--- src/verilog/swirq_cfg.svh ---
`ifndef SWIRQ_CFG_SVH
`define SWIRQ_CFG_SVH

// Register addresses on the device register port
`define SWIRQ_RAW_ADDR       8'hF9
`define SWIRQ_STATUS_ADDR    8'hFB
`define SWIRQ_MASK_ADDR      8'hFD
`define SWIRQ_CLEAR_ADDR     8'hFF

// Reset values
`define SWIRQ_RAW_RST        8'h00
`define SWIRQ_MASK_RST       8'h00
`define SWIRQ_CLEAR_RST      8'h00

// Field positions
`define SWIRQ_BIT_RX_DONE    5
`define SWIRQ_BIT_TX_DONE    4
`define SWIRQ_BIT_RX_TIMEOUT 3
`define SWIRQ_BIT_TUNER_ERR  1
`define SWIRQ_BIT_TUNER_DONE 0

// Implemented bits; 7:6 and 2 are reserved and read zero
`define SWIRQ_VALID_BITS     8'h3B

// Timing
`define SWIRQ_CLK_HZ         50000000
`define SWIRQ_RX_TIMEOUT_MS  100
// Divide first; the product of the two would overflow a 32-bit constant
`define SWIRQ_RX_TIMEOUT_CYC ((`SWIRQ_CLK_HZ / 1000) * `SWIRQ_RX_TIMEOUT_MS)

`endif

--- src/verilog/swirq_pkg.sv ---
package swirq_pkg;

  typedef logic [7:0] reg8_t;

  typedef enum logic [2:0] {
    RX_IDLE    = 3'b001,
    RX_WAIT    = 3'b010,
    RX_EXPIRED = 3'b100
  } rx_state_t;

endpackage : swirq_pkg

--- src/verilog/swirq_if.sv ---
`timescale 1ns/1ns

interface swirq_if;
  swirq_pkg::reg8_t set;
  swirq_pkg::reg8_t clr;
  swirq_pkg::reg8_t raw;

  modport latch (input set, input clr, output raw);
  modport ctrl  (output set, output clr, input raw);
endinterface : swirq_if

--- src/verilog/event_latch.sv ---
`timescale 1ns/1ns
`include "swirq_cfg.svh"

module event_latch
(
  input  wire logic clk_in,
  input  wire logic rst_in,
  swirq_if.latch    ev
);

  swirq_pkg::reg8_t raw_r;
  localparam swirq_pkg::reg8_t VALID = `SWIRQ_VALID_BITS;

  // Sticky raw bits; a set in the clearing cycle wins so no event is lost
  genvar i;
  generate
    for (i = 0; i < 8; i = i + 1)
    begin : g_bit
      always_ff @(posedge clk_in)
      begin
        if (rst_in)
          raw_r[i] <= 1'b0;
        else if (!VALID[i])
          raw_r[i] <= 1'b0;
        else if (ev.set[i])
          raw_r[i] <= 1'b1;
        else if (ev.clr[i])
          raw_r[i] <= 1'b0;
      end
    end
  endgenerate

  assign ev.raw = raw_r;

endmodule : event_latch

--- src/verilog/swirq_top.sv ---
`timescale 1ns/1ns
`include "swirq_cfg.svh"

module swirq_top
#(
  parameter int unsigned RX_TIMEOUT_CYCLES = `SWIRQ_RX_TIMEOUT_CYC
)
(
  input  wire logic       clk_in,
  input  wire logic       rst_in,
  // Device register port
  input  wire logic [7:0] reg_addr_in,
  input  wire logic       reg_wr_in,
  input  wire logic [7:0] reg_wdata_in,
  input  wire logic       reg_rd_in,
  output logic      [7:0] reg_rdata_out,
  // Antenna engine
  input  wire logic       antenna_tx_done_in,
  input  wire logic       antenna_rx_start_in,
  input  wire logic       antenna_rx_word_in,
  // Tuner engine
  input  wire logic       tuner_xfer_end_in,
  input  wire logic       tuner_no_resp_in,
  input  wire logic       tuner_nack_in,
  // Combined unmasked hardware status
  input  wire logic       hw_irq_in,
  output logic            host_irq_out
);

  swirq_if ev ();

  event_latch u_latch
  (
    .clk_in (clk_in),
    .rst_in (rst_in),
    .ev     (ev.latch)
  );

  localparam swirq_pkg::reg8_t VALID = `SWIRQ_VALID_BITS;
  // Counter is 23 bits wide; the cycle count must not exceed 2**23
  localparam logic [22:0] RX_LIMIT = 23'(RX_TIMEOUT_CYCLES - 1);

  swirq_pkg::reg8_t    mask_r;
  swirq_pkg::reg8_t    clear_r;
  swirq_pkg::reg8_t    status;
  swirq_pkg::reg8_t    set_vec;
  swirq_pkg::reg8_t    rdata_nxt;
  swirq_pkg::rx_state_t rx_state_r;
  swirq_pkg::rx_state_t rx_state_nxt;
  logic [22:0]         rx_cnt_r;
  logic                rx_done_ev;
  logic                rx_timeout_ev;
  logic                tuner_err_ev;
  logic                tuner_done_ev;
  logic                host_irq_r;
  logic                sel_raw;
  logic                sel_status;
  logic                sel_mask;
  logic                sel_clear;
  logic                wr_mask;
  logic                wr_clear;

  function automatic logic addr_hit(input logic [7:0] addr, input logic [7:0] target);
    addr_hit = (addr == target);
  endfunction : addr_hit

  // One select per register; unmapped addresses select nothing
  always_comb
  begin
    sel_raw    = 1'b0;
    sel_status = 1'b0;
    sel_mask   = 1'b0;
    sel_clear  = 1'b0;
    if (addr_hit(reg_addr_in, `SWIRQ_RAW_ADDR))
      sel_raw = 1'b1;
    else if (addr_hit(reg_addr_in, `SWIRQ_STATUS_ADDR))
      sel_status = 1'b1;
    else if (addr_hit(reg_addr_in, `SWIRQ_MASK_ADDR))
      sel_mask = 1'b1;
    else if (addr_hit(reg_addr_in, `SWIRQ_CLEAR_ADDR))
      sel_clear = 1'b1;
  end

  // Raw and status are read-only, so only two registers take writes
  assign wr_mask  = reg_wr_in && sel_mask;
  assign wr_clear = reg_wr_in && sel_clear;

  // Mask-enable register
  always_ff @(posedge clk_in)
  begin
    if (rst_in)
      mask_r <= `SWIRQ_MASK_RST;
    else if (wr_mask)
      mask_r <= reg_wdata_in & VALID;
  end

  // Clear bits are one-cycle strobes that drop back to zero on their own
  always_ff @(posedge clk_in)
  begin
    if (rst_in)
      clear_r <= `SWIRQ_CLEAR_RST;
    else if (wr_clear)
      clear_r <= reg_wdata_in & VALID;
    else
      clear_r <= `SWIRQ_CLEAR_RST;
  end

  // Antenna receive wait timer
  always_comb
  begin
    rx_state_nxt = rx_state_r;
    case (rx_state_r)
      swirq_pkg::RX_IDLE:
      begin
        if (antenna_rx_start_in)
          rx_state_nxt = swirq_pkg::RX_WAIT;
      end
      swirq_pkg::RX_WAIT:
      begin
        if (antenna_rx_word_in)
          rx_state_nxt = swirq_pkg::RX_IDLE;
        else if (rx_cnt_r == RX_LIMIT)
          rx_state_nxt = swirq_pkg::RX_EXPIRED;
      end
      swirq_pkg::RX_EXPIRED:
      begin
        rx_state_nxt = swirq_pkg::RX_IDLE;
      end
      default:
      begin
        rx_state_nxt = swirq_pkg::RX_IDLE;
      end
    endcase
  end

  always_ff @(posedge clk_in)
  begin
    if (rst_in)
      rx_state_r <= swirq_pkg::RX_IDLE;
    else
      rx_state_r <= rx_state_nxt;
  end

  always_ff @(posedge clk_in)
  begin
    if (rst_in)
      rx_cnt_r <= 23'h00_0000;
    else if (rx_state_r == swirq_pkg::RX_WAIT)
      rx_cnt_r <= rx_cnt_r + 23'h00_0001;
    else
      rx_cnt_r <= 23'h00_0000;
  end

  // Late word after expiry is ignored; the receive already counts as failed
  assign rx_done_ev    = (rx_state_r == swirq_pkg::RX_WAIT) && antenna_rx_word_in;
  assign rx_timeout_ev = (rx_state_r == swirq_pkg::RX_EXPIRED);
  assign tuner_err_ev  = tuner_xfer_end_in && (tuner_no_resp_in || tuner_nack_in);
  assign tuner_done_ev = tuner_xfer_end_in && !tuner_no_resp_in && !tuner_nack_in;

  always_comb
  begin
    set_vec = 8'h00;
    set_vec[`SWIRQ_BIT_RX_DONE]    = rx_done_ev;
    set_vec[`SWIRQ_BIT_TX_DONE]    = antenna_tx_done_in;
    set_vec[`SWIRQ_BIT_RX_TIMEOUT] = rx_timeout_ev;
    set_vec[`SWIRQ_BIT_TUNER_ERR]  = tuner_err_ev;
    set_vec[`SWIRQ_BIT_TUNER_DONE] = tuner_done_ev;
  end

  assign ev.set = set_vec;
  assign ev.clr = clear_r;

  // Status is never stored, so it falls with its raw bit
  assign status = ev.raw & mask_r;

  // Request follows status one cycle later
  always_ff @(posedge clk_in)
  begin
    if (rst_in)
      host_irq_r <= 1'b0;
    else
      host_irq_r <= (|status) || hw_irq_in;
  end

  assign host_irq_out = host_irq_r;

  always_comb
  begin
    if (sel_raw)
      rdata_nxt = ev.raw;
    else if (sel_status)
      rdata_nxt = status;
    else if (sel_mask)
      rdata_nxt = mask_r;
    else
      rdata_nxt = 8'h00;
  end

  always_ff @(posedge clk_in)
  begin
    if (rst_in)
      reg_rdata_out <= 8'h00;
    else if (reg_rd_in)
      reg_rdata_out <= rdata_nxt;
  end

endmodule : swirq_top

--- config.mk ---
export PLATFORM = sky130hd
export DESIGN_NAME = swirq_top
export DESIGN_NICKNAME = d
export VERILOG_FILES = /design/src/verilog/swirq_pkg.sv /design/src/verilog/swirq_if.sv /design/src/verilog/event_latch.sv /design/src/verilog/swirq_top.sv
export VERILOG_INCLUDE_DIRS = /design/src /design/src/verilog
export SDC_FILE = /design/constraint.sdc
export NUM_CORES = 1
export LEC_CHECK = 0
export BUFFER_PORTS_ARGS = -buffer_cell sky130_fd_sc_hd__buf_2
export CORE_UTILIZATION = 41
export CTS_BUF_LIST = sky130_fd_sc_hd__clkbuf_8
export CTS_CLUSTER_SIZE = 14
export DETAILED_ROUTE_END_ITERATION = 7
export GPL_TIMING_DRIVEN = 1
export PLACE_DENSITY_LB_ADDON = 0.3
export REMOVE_ABC_BUFFERS = 1
export SYNTH_ARGS = -nofsm -noshare
export SYNTH_HDL_FRONTEND = slang
export SYNTH_SLANG_ARGS = --single-unit
--- constraint.sdc ---
create_clock -name clk_in -period 2 [get_ports clk_in]
set_clock_uncertainty 0.15 [all_clocks]
set_input_delay 0 -clock clk_in [delete_from_list [all_inputs] [get_ports clk_in]]
set_output_delay 0 -clock clk_in [all_outputs]
set_load 0.05 [all_outputs]
; ---- Yosys cells after proc, flatten, opt, wreduce, memory -nomap -nowiden
; Index checks and enable logic that the tools add are counted.
[word_totals]
reg_bits = 50
input_bits = 27
out_inout_bits = 9
elab_cells = 71
[classes]
addsub = 1
n_eq_ne = 10
muxes = 27
n_bitwise = 3
n_reduce_logical = 19
[ops]
columns = op, n
row1 = 8-bit == test (second input constant), 4
row2 = 23-bit by 1-bit adder with 23-bit output (second input constant), 1
row3 = 23-bit == test (second input constant), 1
row4 = 1-bit 2-to-1 mux, 20
row5 = 6-bit 2-to-1 mux, 3
row6 = 2-bit nonzero test, 5
row7 = 3-bit 2-to-1 mux, 3
row8 = 8-bit OR reduction, 1
row9 = 6-bit AND, 1
row10 = 1-bit logical AND, 6
row11 = 3-bit case mux with 2 select lines, 1
row12 = 2-bit OR reduction, 2
row13 = 3-bit by 1-bit == test with 1-bit output (second input constant), 1
row14 = 3-bit by 2-bit == test with 1-bit output (second input constant), 1
row15 = 3-bit == test (second input constant), 1
row16 = 3-bit inequality test (second input constant), 1
row17 = 1-bit logical NOT, 2
row18 = 1-bit logical OR, 2
row19 = 2-bit inequality test (second input constant), 1
row20 = 1-bit inverter, 2
row21 = 2-bit AND reduction, 1

; ---- Longest topological paths before layout
[logic_depth]
depth_word = 8
ltp_mapped = 6
depth_no_buf = 5

; ---- Cells and area by module
; Synthesis repeated with hierarchy kept, for this count alone.
[unflattened]
cells_unflattened = 256
hier_area_um2 = 2217.1
[by_module_without_submodules]
columns = module, instances, cells_each, area_per_inst_um2, seq_area_each_um2
row1 = swirq_top, 1, 232, 2015.7, 900.9
row2 = event_latch, 1, 24, 201.4, 100.1

; ---- Least setup slack after synthesis
; No wires, ideal clock.
[synth_timing]
path_type = register to register
from = register rx_cnt_r[0]
to = register rx_cnt_r[20]
setup_time_ps = 70
arrival_ps = 1761
required_time_ps = 1780
path_slack_ps = 18
path_stages_with_launch = 7
n_path_buf = 1
period_less_slack_ps = 1982
path_cell_list = dfxtp_1 > ha_1 > nand3_2 > or2_2 > clkbuf_1 > or4_1 > a21oi_1
[synth_via]
elab_chain_len = 1
[synth_lines]
columns = item, line
row1 = start: declaration, swirq_top.sv:50  ; logic [22:0] rx_cnt_r;
row2 = start signal: assignment, swirq_top.sv:149  ; rx_cnt_r <= rx_cnt_r + 23'h00_0001;
row3 = 23-bit by 1-bit adder with 23-bit output, swirq_top.sv:149
; No other way between the ends.
; A chain may end at the register's enable or synchronous reset.

; ---- Final worst setup path
[layout_timing]
from = register rx_cnt_r[9]
to = register rx_cnt_r[19]
; The elaborated chain is that of the path after synthesis.

==> impl_metrics.tcl <==
set metrics [dict create \
    run_status "finished clean" \
    crit_arrival_ps 2000 \
    setup_viol 0 \
    synth.top_cell.area_share_pct 44.60 \
    endpoint_kind "register" \
    synth_cell_types 42 \
    drt-initial-drc-count 146 \
    synth_area_per_cell_um2 8.864 \
    fmax_ghz 0.5211 \
    grt-ovfl-total 0 \
    synthCells 238 \
    drv_slew 0 \
    yosysWarnings 0 \
    synthTopCellsByCount "dfxtp_1, nor2_1, a21oi_1" \
    gr-max-usage-layer "met2" \
    crit_type "register to register" \
    dpl.hpwl_um 3201 \
    hold_path.class "input port to register" \
    fin_crit_ps 1919 \
    grtUsageTotal_pct 18.71 \
    finalHoldViolations 0 \
    p_per_area_nw_per_um2 612.7 \
    period_share_pct 95.95 \
    worstPathCellList "nand3_4, or4_4, or4_1, a21oi_1" \
    path_max_fanout 13 \
    grt_pass1_wl_um 7831 \
    finalNonFillerCells 365 \
    cap_violations 0 \
    die_x_um 73.73 \
    ioPinCount 36 \
    ys_ff_latch 47 \
    final_cell_area_um2 2661 \
    setup_tns_ps 0 \
    cp_slowest_cell "or4_4" \
    cts_inserted_buffers 5 \
    routed_wl_um 4717 \
    p_leak_nw 0.9132 \
    cts_sinks 47 \
    synth_most_common_cell "dfxtp_1" \
    synth_area_leaders "dfxtp_1, nor2_1, a21oi_1" \
    num_antenna_cells 0 \
    clk_latency_ps 300 \
    placed_cell_area_um2 2391 \
    antenna_found_initial 0 \
    syn_to_final_growth_pct 26.16 \
    core_area_um2 4848 \
    startpoint_type "register" \
    grt_pass1_vias 1726 \
    final_nets 325 \
    ir_worst_vdd_mv 0.3422 \
    met3_usage_pct 4.664 \
    synth_ff_type "dfxtp_1" \
    num_vias 1900 \
    globalplace.congestion 0.8072 \
    tritoncts "built" \
    start_util_pct 43.51 \
    cts_root_buffer "clkbuf_8" \
    met2_usage_pct 30.58 \
    synth_area_leader_cell "dfxtp_1" \
    gr-usage-met1_pct 23.84 \
    r2r_setup_slack_ps 80 \
    ys_seq_area_share_pct 44.60 \
    drc_errors 0 \
    dieArea_um2 5436 \
    grt_max_degree 22 \
    clk_pin_slew_ps 90 \
    die_y_um 73.73 \
    synth_area_um2 2110 \
    critPathMaxStageDelay_ps 610 \
    rows 25 \
    routed_via_density 5.205 \
    cts.htree.levels 2 \
    fill_cells 433 \
    synth_edf_count 0 \
    async_reset_ff_share_pct 0 \
    clk_path_buf_depth 2 \
    grt_setup_unrepaired "false" \
    firstDrtPassIters 4 \
    wl_per_cell_um 12.92 \
    place_inst 339 \
    drtAntennaViolNets 0 \
    portBuffers 29 \
    cp.required_ps 2080 \
    drive_gt1_share_pct 20.81 \
]
[final timing paths]
path | startpoint | end | depth (start not counted)
worst max-delay path | rx_cnt_r[9]$_SDFF_PP0_ | rx_cnt_r[19]$_SDFF_PP0_ | 4
worst min-delay path | reg_addr_in[4] | reg_rdata_out[1]$_SDFFE_PP0P_ | 5
worst max register to register | rx_cnt_r[9]$_SDFF_PP0_ | rx_cnt_r[19]$_SDFF_PP0_ | 4
worst min register to register | reg_rdata_out[1]$_SDFFE_PP0P_ | reg_rdata_out[1]$_SDFFE_PP0P_ | 2
[worst max-delay path: cells and delay by family (launching register included)]
| kind | cells | cell delay (ps) |
|---|---|---|
| simple gates | 3 | 1180 |
| flops | 1 | 380 |
| compound gates | 1 | 140 |
[layer usage]
metal | part of all wire [%] | wire (um) | up-vias
met5 | 0 | 0 | -
met2 | 47 | 2234 | 49
li1 | - | - | 962
met4 | 1.5 | 72 | 0
met1 | 47 | 2209 | 880
met3 | 4.2 | 200 | 9
[state kept, by name, indices dropped and copies added (netlist names)]
register and count:
host_irq_out 1, reg_rdata_out 5, mask_r 5, rx_cnt_r 23, rx_state_r 3, clear_r 5
u_latch.ev.raw 5
[cell type report]
class	count	area, um2	area share (%)
clock buffers	5	68.82	2.586
clock inverters	3	20.02	0.7522
inverters	8	30.03	1.128
multi-input cells	174	1086	40.81
flip-flops and latches	47	944.7	35.50
well taps	67	83.83	3.150
repair buffers	61	427.9	16.08
[logic make-up after synthesis]
logic type | share of synthesized area [%]
XOR/XNOR | 4.982
AO/OA/AOI/OAI | 12.69
AND/OR/NAND/NOR | 29.83
other | 0.1778
adder cells (fa/ha/maj) | 0.5930
flip-flops | 44.60
multiplexers | 2.847
buffers and inverters | 4.270
[repair_timing]
action | 4_1_cts | 5_1_grt
resized for setup | 0 | 3
endpoints found under the hold margin | 24 | 0
endpoints found under the setup margin | 0 | 4
hold buffers | 18 | 0
buffers inserted | 0 | 1
[metrics by stage]
stage / hold WS (ps) / worst slack [ps] / util [%] / power [mW]
6_report: 38.33 / 81.00 / 54.89 / 1.630
5_1_grt: 72.28 / 1.648 / 54.89 / 1.698
2_1_floorplan: -80.93 / 74.28 / - / 1.014
3_5_place_dp: 70.67 / 67.55 / 49.32 / 1.059
4_1_cts: 29.65 / 36.32 / 54.86 / 1.658
3_3_place_gp: 58.99 / 111.0 / 49.32 / 1.058
[cells in the final DEF, fill, tap and decap left out, types with 4 or more instances in the layout]
| master | count |
|---|---|
| clkbuf_8 | 5 |
| dfxtp_1 | 44 |
| nor4_1 | 5 |
| or4_1 | 9 |
| nand4_1 | 4 |
| inv_1 | 8 |
| nand2b_1 | 12 |
| nand3_1 | 10 |
| nand2_1 | 11 |
| nor2_1 | 27 |
| mux2i_1 | 6 |
| and2_1 | 9 |
| dlygate4sd3_1 | 17 |
| buf_2 | 29 |
| nor3_1 | 5 |
| buf_4 | 15 |
| o31ai_1 | 6 |
| a21oi_1 | 18 |
| xnor2_1 | 10 |
[where the power goes]
part	switching, mW	leakage (nW)	internal [mW]
clock network	0.320	0.0402	0.243
registers	0.00806	0.381	0.944
logic	0.0602	0.492	0.0551
No activity file was read; power rests on OpenSTA's default activity.
